**src/design/evr_pkg.sv**
```systemverilog
// Constants, register map and state types for the event router
package evr_pkg;

    // --------------------------------------------------------------
    // Sizes
    // --------------------------------------------------------------
    localparam int EVR_NUM_INT  = 8;                          // Internal event sources
    localparam int EVR_NUM_PIN  = 24;                         // Pins usable as GPIO
    localparam int EVR_NUM_IN   = EVR_NUM_INT + EVR_NUM_PIN;  // All inputs
    localparam int EVR_NUM_IRQ  = 4;                          // Interrupt outputs
    localparam int EVR_NUM_OUT  = EVR_NUM_IRQ + 1;            // Plus wake-up output
    localparam int EVR_WAKE_IDX = EVR_NUM_IRQ;                // Index of wake-up output
    localparam int EVR_AW       = 8;                          // Register address width
    localparam int EVR_DW       = 32;                         // Register data width
    localparam int EVR_SYNC_LEN = 2;                          // Synchroniser stages

    // --------------------------------------------------------------
    // Register byte offsets
    // --------------------------------------------------------------
    localparam logic [EVR_AW-1:0] EVR_OFS_POLARITY = 8'h00;  // 1 = active high
    localparam logic [EVR_AW-1:0] EVR_OFS_MODE     = 8'h04;  // 1 = latched, 0 = direct
    localparam logic [EVR_AW-1:0] EVR_OFS_GLOBAL   = 8'h08;  // 1 = input enabled
    localparam logic [EVR_AW-1:0] EVR_OFS_LATCH    = 8'h0C;  // Latched events, W1C
    localparam logic [EVR_AW-1:0] EVR_OFS_RAW      = 8'h10;  // Event condition per input
    localparam logic [EVR_AW-1:0] EVR_OFS_OUTEN    = 8'h20;  // Base of per-output enables
    localparam logic [EVR_AW-1:0] EVR_OFS_OUTST    = 8'h40;  // Base of per-output status
    localparam logic [EVR_AW-1:0] EVR_OFS_SUMMARY  = 8'h60;  // Output lines, low 5 bits
    localparam logic [EVR_AW-1:0] EVR_OFS_STRIDE   = 8'h04;  // Word stride in arrays

    // --------------------------------------------------------------
    // Reset values
    // --------------------------------------------------------------
    localparam logic [EVR_DW-1:0] EVR_RST_POLARITY = 32'hFFFFFFFF;
    localparam logic [EVR_DW-1:0] EVR_RST_MODE     = 32'h00000000;
    localparam logic [EVR_DW-1:0] EVR_RST_GLOBAL   = 32'h00000000;
    localparam logic [EVR_DW-1:0] EVR_RST_OUTEN    = 32'h00000000;
    localparam logic [EVR_DW-1:0] EVR_RST_ZERO     = 32'h00000000;

    // --------------------------------------------------------------
    // State types
    // --------------------------------------------------------------
    typedef logic [EVR_NUM_IN-1:0] evr_vec_t;

    typedef struct packed {
        evr_vec_t                        polarity;
        evr_vec_t                        mode;
        evr_vec_t                        globalEn;
        evr_vec_t                        latched;
        evr_vec_t                        prevLevel;
        logic [EVR_NUM_OUT-1:0][EVR_NUM_IN-1:0] outEn;
        logic [EVR_DW-1:0]               rdData;
    } evr_state_t;

    typedef struct packed {
        evr_vec_t stage1;
        evr_vec_t stage2;
    } evr_sync_state_t;

endpackage

```
**src/design/evr_sync_if.sv**
```systemverilog
// Interface between the event router core and its input synchroniser
`timescale 1ns/1ps
interface evr_sync_if;
    import evr_pkg::*;

    evr_vec_t rawIn;   // Unsynchronised event inputs
    evr_vec_t syncOut; // Inputs after two flip-flops

    modport sync (input rawIn, output syncOut);
    modport user (output rawIn, input syncOut);
endinterface

```
**src/design/evr_sync.sv**
```systemverilog
// Two-stage synchroniser bank for the event router inputs
`timescale 1ns/1ps
module evr_sync
    import evr_pkg::*;
(
    input  wire logic clk,       // System clock
    input  wire logic rst_b,     // Asynchronous reset, active low
    evr_sync_if.sync  syncPort   // Raw inputs in, synchronised out
);

    evr_sync_state_t st;
    evr_sync_state_t next_st;

    // --------------------------------------------------------------
    // Next state
    // --------------------------------------------------------------
    // Stage two reads only stage one
    always_comb begin
        next_st        = st;
        next_st.stage1 = syncPort.rawIn;
        next_st.stage2 = st.stage1;
    end

    // State register
    always_ff @(posedge clk or negedge rst_b) begin
        if (!rst_b) begin
            st <= '0;
        end else begin
            st <= next_st;
        end
    end

    // Synchronised level out
    assign syncPort.syncOut = st.stage2;

endmodule // evr_sync

```
**src/design/event_router.sv**
```systemverilog
// Event router: input events through masks to interrupt and wake-up lines
//
// Design decisions made here: the plain strobed port and the placing of the registers.
`timescale 1ns/1ps

module event_router
    import evr_pkg::*;
(
    input  wire logic                   clk,       // System clock, 100 MHz
    input  wire logic                   rst_b,     // Asynchronous reset, active low
    input  wire logic [EVR_NUM_INT-1:0] intEvIn,   // Internal event signals
    input  wire logic [EVR_NUM_PIN-1:0] pinEvIn,   // Pad levels of GPIO-capable pins
    input  wire logic [EVR_AW-1:0]      regAddr,   // Register byte address
    input  wire logic [EVR_DW-1:0]      regWrData, // Register write data
    input  wire logic                   regWr,     // Write strobe
    input  wire logic                   regRd,     // Read strobe
    output logic      [EVR_DW-1:0]      regRdData, // Read data, cycle after strobe
    output logic      [EVR_NUM_IRQ-1:0] irqOut,    // Interrupt lines, active high
    output logic                        wakeOut    // Wake-up line, active high
);

    // --------------------------------------------------------------
    // Helper functions
    // --------------------------------------------------------------

    // Input level turned into an active-high event condition
    function automatic evr_vec_t active_level(input evr_vec_t level,
                                              input evr_vec_t polarity);
        active_level = ~(level ^ polarity);
    endfunction

    // Condition per input: latched bit or live active level
    function automatic evr_vec_t event_cond(input evr_vec_t mode,
                                            input evr_vec_t latched,
                                            input evr_vec_t liveLevel);
        event_cond = (mode & latched) | (~mode & liveLevel);
    endfunction

    // Routing of all conditions onto every output line
    function automatic logic [EVR_NUM_OUT-1:0] route_out(
        input evr_vec_t                               cond,
        input evr_vec_t                               globalEn,
        input logic [EVR_NUM_OUT-1:0][EVR_NUM_IN-1:0] outEn);
        logic [EVR_NUM_OUT-1:0] lines;
        lines = '0;
        for (int k = 0; k < EVR_NUM_OUT; k++) begin
            lines[k] = |(cond & globalEn & outEn[k]);
        end
        route_out = lines;
    endfunction

    // Index of a word inside a register array, or a miss
    function automatic logic array_hit(input logic [EVR_AW-1:0] addr,
                                       input logic [EVR_AW-1:0] base,
                                       output logic [2:0]       idx);
        logic [EVR_AW-1:0] delta;
        delta = addr - base;
        idx   = delta[4:2];
        array_hit = (addr >= base)
                 && (delta[1:0] == 2'h0)
                 && (delta < EVR_OFS_STRIDE * EVR_NUM_OUT);
    endfunction

    // --------------------------------------------------------------
    // Input gathering and synchronisation
    // --------------------------------------------------------------

    evr_sync_if syncBus ();

    evr_vec_t rawIn;      // All inputs as they arrive
    evr_vec_t syncIn;     // All inputs after synchroniser

    // Pads are watched whatever function the pin serves
    assign rawIn         = {pinEvIn, intEvIn};
    assign syncBus.rawIn = rawIn;
    assign syncIn        = syncBus.syncOut;

    // Synchroniser bank for the register side
    evr_sync uSync (
        .clk      (clk),
        .rst_b    (rst_b),
        .syncPort (syncBus.sync)
    );

    // --------------------------------------------------------------
    // State
    // --------------------------------------------------------------

    evr_state_t st;
    evr_state_t next_st;

    evr_vec_t               syncLevel;  // Active-high level, synchronised
    evr_vec_t               riseEvent;  // Edge into the active level
    evr_vec_t               clearMask;  // Bits software clears this cycle
    evr_vec_t               syncCond;   // Condition seen by status reads
    logic [EVR_NUM_OUT-1:0] syncLines;  // Output lines seen by status reads
    logic [EVR_DW-1:0]      readMux;    // Word selected by read address
    logic                   wrOutEn;    // Write hits an output enable
    logic [2:0]             wrIdx;      // Output enable index written
    logic                   rdOutEn;    // Read hits an output enable
    logic [2:0]             rdEnIdx;    // Output enable index read
    logic                   rdOutSt;    // Read hits an output status
    logic [2:0]             rdStIdx;    // Output status index read

    // Synchronised event conditions, edges and routed lines
    always_comb begin
        syncLevel = active_level(syncIn, st.polarity);
        riseEvent = syncLevel & ~st.prevLevel;
        syncCond  = event_cond(st.mode, st.latched, syncLevel);
        syncLines = route_out(syncCond, st.globalEn, st.outEn);
    end

    // Address decode for the output arrays
    always_comb begin
        wrOutEn = array_hit(regAddr, EVR_OFS_OUTEN, wrIdx);
        rdOutEn = array_hit(regAddr, EVR_OFS_OUTEN, rdEnIdx);
        rdOutSt = array_hit(regAddr, EVR_OFS_OUTST, rdStIdx);
    end

    // Read data multiplexer, unmapped addresses read zero
    always_comb begin
        readMux = EVR_RST_ZERO;
        if (rdOutEn) begin
            readMux = st.outEn[rdEnIdx];
        end else if (rdOutSt) begin
            readMux = syncCond & st.globalEn & st.outEn[rdStIdx];
        end else begin
            case (regAddr)
                EVR_OFS_POLARITY: readMux = st.polarity;
                EVR_OFS_MODE:     readMux = st.mode;
                EVR_OFS_GLOBAL:   readMux = st.globalEn;
                EVR_OFS_LATCH:    readMux = st.latched;
                EVR_OFS_RAW:      readMux = syncCond;
                EVR_OFS_SUMMARY:  readMux = {{(EVR_DW-EVR_NUM_OUT){1'b0}}, syncLines};
                default:          readMux = EVR_RST_ZERO;
            endcase
        end
    end

    // Software clear of latched events, write one to clear
    always_comb begin
        clearMask = '0;
        if (regWr && (regAddr == EVR_OFS_LATCH)) begin
            clearMask = regWrData;
        end
    end

    // --------------------------------------------------------------
    // Next state
    // --------------------------------------------------------------
    always_comb begin
        next_st = st;

        // Edge memory for latched capture
        next_st.prevLevel = syncLevel;

        // A new edge wins over a clear in the same cycle
        next_st.latched = (st.latched & ~clearMask) | (riseEvent & st.mode);

        // Configuration writes
        if (regWr) begin
            case (regAddr)
                EVR_OFS_POLARITY: next_st.polarity = regWrData;
                EVR_OFS_MODE:     next_st.mode     = regWrData;
                EVR_OFS_GLOBAL:   next_st.globalEn = regWrData;
                default:          next_st.polarity = st.polarity;
            endcase
            if (wrOutEn) begin
                next_st.outEn[wrIdx] = regWrData;
            end
        end

        // Read data stands only in the cycle after the strobe
        next_st.rdData = regRd ? readMux : EVR_RST_ZERO;
    end

    // State register
    always_ff @(posedge clk or negedge rst_b) begin
        if (!rst_b) begin
            st.polarity  <= EVR_RST_POLARITY;
            st.mode      <= EVR_RST_MODE;
            st.globalEn  <= EVR_RST_GLOBAL;
            st.latched   <= EVR_RST_ZERO;
            st.prevLevel <= EVR_RST_ZERO;
            st.outEn     <= {EVR_NUM_OUT{EVR_RST_OUTEN}};
            st.rdData    <= EVR_RST_ZERO;
        end else begin
            st <= next_st;
        end
    end

    // --------------------------------------------------------------
    // Output lines
    // --------------------------------------------------------------

    evr_vec_t               liveLevel;  // Active-high level straight from inputs
    evr_vec_t               liveCond;   // Condition with no clock in the path of direct inputs
    logic [EVR_NUM_OUT-1:0] liveLines;  // Routed lines

    // Direct events reach the lines without any clock edge
    always_comb begin
        liveLevel = active_level(rawIn, st.polarity);
        liveCond  = event_cond(st.mode, st.latched, liveLevel);
        liveLines = route_out(liveCond, st.globalEn, st.outEn);
    end

    // Four interrupt lines and the wake-up line
    assign irqOut    = liveLines[EVR_NUM_IRQ-1:0];
    assign wakeOut   = liveLines[EVR_WAKE_IDX];
    assign regRdData = st.rdData;

endmodule // event_router

```
**config.mk**
```make
export PLATFORM = sky130hd
export DESIGN_NAME = event_router
export DESIGN_NICKNAME = d
export VERILOG_FILES = /design/src/design/evr_pkg.sv /design/src/design/evr_sync_if.sv /design/src/design/evr_sync.sv /design/src/design/event_router.sv
export SDC_FILE = /design/constraint.sdc
export NUM_CORES = 1
export LEC_CHECK = 0
export BUFFER_PORTS_ARGS = -buffer_cell sky130_fd_sc_hd__buf_4
export CAP_MARGIN = 20
export CELL_PAD_IN_SITES_DETAIL_PLACEMENT = 1
export CELL_PAD_IN_SITES_GLOBAL_PLACEMENT = 1
export CORE_UTILIZATION = 52
export CTS_CLUSTER_DIAMETER = 60
export DETAILED_ROUTE_END_ITERATION = 7
export PLACE_DENSITY_LB_ADDON = 0.12
export SLEW_MARGIN = 25
export SYNTH_ARGS = -nofsm -noshare
export SYNTH_HDL_FRONTEND = slang
export SYNTH_SLANG_ARGS = --single-unit
export TNS_END_PERCENT = 1
```
**constraint.sdc**
```tcl
create_clock -name clk -period 5.38 [get_ports clk]
set_input_delay 1.076 -clock clk [delete_from_list [all_inputs] [get_ports clk]]
set_output_delay 1.076 -clock clk [all_outputs]
set_load 0.01 [all_outputs]
```
Yosys cells after proc, flatten, opt, wreduce, memory -nomap -nowiden
Index checks and enable logic that the tools add are counted.
{ "word_totals": {"regBits": 416} }
{ "op_classes": {"bitwise_logic": 29, "n_lt_le_gt_ge": 7, "n_reduce_logical": 23, "n_eq_ne": 5, "addsub": 2, "n_mux": 12} }
{ "ops": {"columns": ["operator", "n"], "rows": [
  ["$and A32 B32 Y32", 19],
  ["$reduce_or A32 Y1", 10],
  ["$mux W32", 7],
  ["$bmux W32 S3", 2],
  ["$pmux W32 S6", 1],
  ["$bwmux W160", 1],
  ["$not A32 Y32", 5],
  ["$demux W32 S3", 1],
  ["$or A32 B32 Y32", 3],
  ["$xor A32 B32 Y32", 2],
  ["$eq A8 B4 Y1 const B", 2],
  ["$lt A8 B5 Y1 const B", 2],
  ["$eq A8 B3 Y1 const B", 1],
  ["$eq A8 B5 Y1 const B", 1],
  ["$eq A8 B7 Y1 const B", 1],
  ["$ge A8 B6 Y1 const B", 1],
  ["$ge A8 B7 Y1 const B", 1],
  ["$logic_not A8 Y1", 1],
  ["$lt A3 B4 Y1 const B", 2],
  ["$reduce_and A2 Y1", 4],
  ["$sub A8 B6 Y8 const B", 1],
  ["$sub A8 B7 Y8 const B", 1],
  ["$logic_and A1 B1 Y1", 6],
  ["$logic_not A2 Y1", 2],
  ["$ge A3 B1 Y1 const B", 1]
]} }

Logic depth before layout (Yosys ltp)
Gate-level depths: netlist (run 1).
{ "logic_depth": {"depth_word": 11, "ltp_mapped": 11, "mapped_depth_nobuf": 9} }

Modules after synthesis
From an unflattened synthesis (run 1), not the netlist that was laid out.
{ "hier_totals": {"hier_cells": 2052, "hier_area_um2": 22471.6} }
{ "modules_own_cells": {"columns": ["mod", "area_per_inst_um2", "instances", "seq_area_each_um2", "cells_each"], "rows": [
  ["event_router", 20870.0, 1, 8848.5, 1988],
  ["evr_sync", 1601.5, 1, 1601.5, 64]
]} }

Worst setup path before layout (run 1)
OpenSTA, ideal clock, no wires.
{ "synth_timing": {"path_type": "input-to-output", "startpoint": "in intEvIn[5]", "endpoint": "out irqOut[0]", "stages": 7, "arrival_time_ns": 2.528, "setup_slack_ns": 1.776, "path_buffers": 0, "path_cell_list": "xor2_1 o21ai_1 and2_1 a22o_1 a221oi_1 nand3_1 or4_1"} }
{ "synth_via": {"elab_chain_len": 7} }
{ "synth_lines": {"columns": ["element", "line", "rtl"], "rows": [
  ["from (decl)", "event_router.sv:11", "input wire logic [EVR_NUM_INT-1:0] intEvIn,"],
  ["$xor A32 B32 Y32", "event_router.sv:29", "active_level = ~(level ^ polarity);"],
  ["$not A32 Y32", "event_router.sv:29", null],
  ["$and A32 B32 Y32", "event_router.sv:36", "event_cond = (mode & latched) | (~mode & liveLevel);"],
  ["$or A32 B32 Y32", "event_router.sv:36", null],
  ["$and A32 B32 Y32 (2 in series)", "event_router.sv:47", "lines[k] = |(cond & globalEn & outEn[k]);"],
  ["$reduce_or A32 Y1", "event_router.sv:47", null],
  ["to (decl)", "event_router.sv:18", "output logic [EVR_NUM_IRQ-1:0] irqOut,"]
]} }
Every way passes these cells.

Worst setup path after layout (run 1)
{ "layout_timing": {"startpoint": "reg st[322] (netlist bit)", "endpoint": "out irqOut[1]"} }
{ "layout_via": {"elab_chain_len": 7} }
{ "layout_lines": {"columns": ["element", "line", "rtl"], "rows": [
  ["from (decl)", "event_router.sv:89", "evr_state_t st;"],
  ["from (signal assigned)", "event_router.sv:188", "st <= next_st;"],
  ["$xor A32 B32 Y32", "event_router.sv:29", null],
  ["$not A32 Y32", "event_router.sv:29", null],
  ["$and A32 B32 Y32", "event_router.sv:36", null],
  ["$or A32 B32 Y32", "event_router.sv:36", null],
  ["$and A32 B32 Y32 (2 in series)", "event_router.sv:47", null],
  ["$reduce_or A32 Y1", "event_router.sv:47", null]
]} }
Every way passes these cells.

==> impl_metrics.tcl, run 1 <==
set metrics [dict create \
    status "complete, but fails checks" \
    violations "design-rule violations" \
    drt-total-wl_um 114000 \
    port-buffer-count 112 \
    grt_pass1_vias 21399 \
    final_cell_mix "dfrtp_1, mux2_1, buf_4" \
    drive_gt1_frac 0.182 \
    hp-class "reg2reg" \
    avgRoutedWirePerCell_um 43.8 \
    fin_area_mm2 0.0248 \
    post-route-period-util 0.846 \
    drt_pass1_iterations 8 \
    synthFlopType "dfrtp_1" \
    place_congestion 1.13 \
    setup_viol 0 \
    syn2layout_area_growth_pct 13.6 \
    fin_tns_setup_ps 0 \
    syn_inst 1953 \
    worst_skew_pair.late_latency_ps 630 \
    setup_ws_ps 831 \
    powerDensity_mw_per_mm2 316 \
    via_per_inst 7.94 \
    netlist_area_mm2 0.0218 \
    start_util 0.531 \
    pwr-share-seq 0.471 \
    drc 1 \
    grt_pass1_wl_um 160000 \
    pwr-share-clk 0.439 \
    ys_ff_latch 416 \
    p_leak_nw 11.5 \
    synth.top_cell.area_share 0.440 \
    core.rowCount 74 \
    hold_viol_final 0 \
    yosysWarningCount 0 \
    async_reset_ff_frac 1.00 \
    finalClockSkew_ps 25.8 \
    synth_fa_ha_area_frac 0.000573 \
    swShare 0.282 \
    ir_drop_uv 300 \
    synth_nets 2030 \
    start_kind "flip-flop" \
    core-area_mm2 0.0411 \
    ant_nets 0 \
    cp.arrival_ps 3470 \
    root_buffer "clkbuf_16" \
    synth.distinct_cells 63 \
    dp_hpwl_um 78500 \
    vias 20578 \
    crit_required_ps 4300 \
    cts_buffers 47 \
    p_comb_frac 0.089 \
    power.switching_w 0.00221 \
    nNetsFinal 2099 \
    ys_top_cells_by_area "dfrtp_1, mux2_1, a22oi_1" \
    max_freq_ghz 0.220 \
    synth-xor-area-share 0.0261 \
    clkTransAtPathRegs_ps 60 \
    cts_tree "built" \
    max_cap_violations 0 \
    grt_max_degree 123 \
    cts_resized 0 \
    fp.dieH_um 207 \
    dpl_cell_area_mm2 0.0231 \
    syn_area_per_cell_um2 11.2 \
    hold_buffers 0 \
    intPower_w 0.00563 \
    htree_levels 2 \
    cts.sinks 416 \
    end_kind "primary output" \
    tightestPinTransition_ps 1210 \
    clock_path_buffers 3 \
    final_common_cell "dfrtp_1" \
    die_w_um 207 \
    pin_count 113 \
    synth_top_family_by_area "multiplexers" \
    grt_use_total 0.537 \
    drt_iter0_markers 3402 \
    dp_slack_ps 1010 \
    dieArea_mm2 0.0428 \
    cts_setup_buffers 0 \
    antenna_found_initial 9 \
    rsz0062_at_grt "no" \
    fin_crit_ps 4550 \
    yosys-mux-area-fraction 0.175 \
    slew_headroom 0.188 \
    synth-simple-area-share 0.108 \
    synth.largest_area_cell "dfrtp_1" \
    path_max_fanout 5 \
    critical_path_class "reg2out" \
    grt_overflow 0 \
    slew_violations 0 \
    synth_compound_area_frac 0.169 \
    ys_seq_area_frac 0.479 \
    synth-edff-count 0 \
]
==> metrics by stage <==
| stage | total power (W) | hold WS (ps) | std cells | utilization |
|---|---|---|---|---|
| floorplan | 0.00391 | 331 | 1953 | - |
| global placement | 0.00428 | 331 | 2503 | 0.562 |
| detailed placement | 0.00436 | 336 | 2503 | 0.562 |
| CTS | 0.00776 | 350 | 2589 | 0.602 |
| global route | 0.00795 | 360 | 2591 | 0.603 |
| finish | 0.00784 | 348 | 2593 | 0.603 |
==> power groups by stage <==
stage	registers, W	clock network (W)	logic, W
after floorplan	0.00354	0	0.000368
after global placement	0.00368	0	0.000599
after detailed placement	0.00371	0	0.000654
after CTS	0.00366	0.00342	0.000678
after global routing	0.00369	0.00353	0.000732
final	0.00370	0.00344	0.000701
==> worst max-delay path: stages (launching register included) <==
cell and delay (ps):
dfstp_2 590, xor2_1 170, o21ai_1 80, and2_1 300
a22o_1 310, a221oi_1 450, nand3_1 140, or4_1 630
buf_4 190
==> cells by family (layout without fill, tap and decap cells) <==
logic type / after synthesis / after routing
mux: 309 / 309
fa+ha+maj: 1 / 1
other cells: 0 / 2
buf+inv: 208 / 314
xor+xnor: 65 / 65
simple gates: 447 / 447
flops: 416 / 416
compound gates: 507 / 507
==> Yosys cell counts, types with 13 or more instances <==
master	n
mux2i_1	18
nor3b_1	34
or3_1	20
dfstp_2	32
and3_1	42
a32o_1	32
nand3_1	18
mux2_2	49
mux2_1	210
a21o_1	15
dfrtp_1	384
a2bb2oi_1	13
xor2_1	58
buf_4	34
a22o_1	42
a22oi_1	143
buf_2	18
inv_1	66
clkbuf_1	65
and2_1	36
nand4_1	59
buf_1	22
nand2_1	136
mux4_2	32
nor3_1	21
o21ai_1	26
nor2_1	54
a221oi_1	50
a31oi_1	13
a21oi_1	77
o21ai_0	48
==> path summary, 6_finish.rpt <==
| check | startpoint | to | slack [ps] | cells after the start |
|---|---|---|---|---|
| min in group asynchronous | rst_b | st[199] | 390 | 1 |
| min | uSync.next_st[26] | uSync.syncPort.syncOut[26] | 350 | 0 |
| max reg2reg | st[292] | regRdData[2] | 2070 | 8 |
| max in group asynchronous | rst_b | st[55] | 3590 | 3 |
| min reg2reg | uSync.next_st[26] | uSync.syncPort.syncOut[26] | 350 | 0 |
| max | st[322] | irqOut[1] | 830 | 8 |
==> sequential cells by signal, indices dropped and copies added (netlist names) <==
signal                  count
st                        320
regRdData                  32
uSync.next_st              32
uSync.syncPort.syncOut     32
==> layout make-up <==
cell class | count | area [µm²]
tap | 532 | 666
sequential | 416 | 10500
inverter | 68 | 255
multi-input combinational | 1329 | 10500
fill | 4164 | 16300
antenna | 2 | 5.00
clock inverter | 15 | 173
clock buffer | 71 | 1460
timing repair buffer | 160 | 1280
==> per-layer routing <==
layer / GRT usage / vias to the layer above / wire length (µm)
met2: 0.807 / 1902 / 49700
met5: 0.00230 / - / 123
li1: - / 7549 / -
met4: 0.371 / 16 / 9530
met3: 0.190 / 629 / 14700
met1: 0.647 / 10482 / 39600
Power figures use the tool's default switching activity.
==> run 2: changes to the inputs <==
- CORE_UTILIZATION: 52 -> 50
- clock period: 5.38 -> 4.55 ns (I/O delays scaled with it)
==> run 2 against run 1 <==
  * The flow finishes with violations (negative setup slack)
  * Non-clock buffer count up 11
  * Critical path type unchanged
  * Routed wire length up 1.3%
  * Global-route usage down 1.5 points
==> impl_metrics.tcl, run 2 (synthesized netlist as in run 1, its figures left out) <==
set metrics [dict create \
    status "complete, but fails checks" \
    violations "negative setup slack" \
    fin_tns_setup_ps -4.06 \
    start_util 0.507 \
    max_cap_violations 0 \
    nFillCells 4376 \
    grt_pass1_vias 21250 \
    grt_overflow 0 \
    via_per_inst 7.62 \
    finalPower_w 0.00903 \
    core.rowCount 76 \
    finalClockSkew_ps 14.1 \
    hold_buffers 0 \
    multi_input_area_mm2 0.0105 \
    dp_hpwl_um 82200 \
    clock_path_buffers 3 \
    seq_area_mm2 0.0105 \
    drt-total-wl_um 115000 \
    ir_drop_uv 339 \
    antenna_found_initial 9 \
    end_kind "primary output" \
    worst_skew_pair.late_latency_ps 600 \
    post-route-period-util 1.00 \
    dp_slack_ps 473 \
    slew_violations 0 \
    slew_headroom 0.227 \
    grt_pass1_wl_um 162000 \
    powerDensity_mw_per_mm2 364 \
    drc 0 \
    setup_viol 1 \
    tightestPinTransition_ps 1160 \
    path_max_fanout 5 \
    rsz0062_at_grt "no" \
    port-buffer-count 112 \
    hold_viol_final 0 \
    place_congestion 1.16 \
    cts_tree "built" \
    grt_use_total 0.522 \
    drt_iter0_markers 3084 \
    final_cell_mix "dfrtp_1, mux2_1, buf_4" \
    root_buffer "clkbuf_16" \
    largest-register "st" \
    htree_levels 2 \
    final_common_cell "dfrtp_1" \
    setup_ws_ps -4.06 \
    cts_setup_buffers 0 \
    fp.dieH_um 211 \
    clkTransAtPathRegs_ps 60 \
    cts_resized 0 \
    largest_reg_flops 320 \
    cts_buffers 47 \
    hp-class "in2async" \
    vias 20259 \
    drive_gt1_frac 0.181 \
    core-area_mm2 0.0431 \
    placedCellCount 2569 \
    drt_pass1_iterations 6 \
    start_kind "flip-flop" \
    fin_crit_ps 4550 \
    final_cells 2659 \
    cts.sinks 416 \
    dieArea_mm2 0.0445 \
    avgRoutedWirePerCell_um 43.3 \
    cp.arrival_ps 3640 \
    critical_path_class "reg2out" \
    p_leak_nw 11.5 \
    crit_required_ps 3640 \
    ant_nets 0 \
    die_w_um 211 \
    nNetsFinal 2110 \
    syn2layout_area_growth_pct 13.8 \
    grt_max_degree 100 \
    pin_count 113 \
    max_freq_ghz 0.220 \
]
run 2: power by group:
part / internal [W] / switching [W] / leakage (nW)
Clock: 0.00221 / 0.00161 / 0.737
Sequential: 0.00395 / 0.000430 / 5.41
Combinational: 0.000321 / 0.000514 / 5.37
Total: 0.00648 / 0.00255 / 11.5
run 2: path summary, 6_finish.rpt:
kind	from	to	slack, ps	depth (start not counted)
worst min-delay path	rst_b	uSync.syncPort.syncOut[2]	320	1
worst max register to register	st[315]	regRdData[3]	1070	7
worst max-delay path	st[320]	irqOut[1]	-4	7
worst min register to register	uSync.next_st[25]	uSync.syncPort.syncOut[25]	340	0
min in group clk	uSync.next_st[25]	uSync.syncPort.syncOut[25]	340	0
max in group asynchronous	rst_b	regRdData[12]	3190	2
run 2: per-stage QoR:
stage / cell area [µm²] / utilization / hold WS [ps]
after global routing: 24800 / 0.576 / 350
after floorplan: 21800 / - / 331
after detailed placement: 23300 / 0.541 / 336
final: 24800 / 0.577 / 323
after global placement: 23300 / 0.541 / 332
after CTS: 24800 / 0.576 / 342
run 2: cell type report:
type,instances,share of cell area
multi-input combinational,1329,0.423
sequential,416,0.421
clock buffer,77,0.0576
timing repair buffer,171,0.0545
tap,585,0.0295
inverter,68,0.0103
clock inverter,10,0.00393
antenna,3,0.000302
run 2: metal layers:
metal,GRT usage,routed length [µm],vias to the layer above
li1,-,-,7555
met1,0.641,41800,10545
met2,0.791,50600,1631
met3,0.165,13400,520
met4,0.350,9200,8
met5,0,48,-
run 2: critical path, cell delays in order, from the launching register on:
cell,delay (ps)
dfstp_2,580
xor2_1,200
o21ai_0,140
and2_1,420
a221oi_1,700
nand3_1,170
or4_1,640
buf_4,200
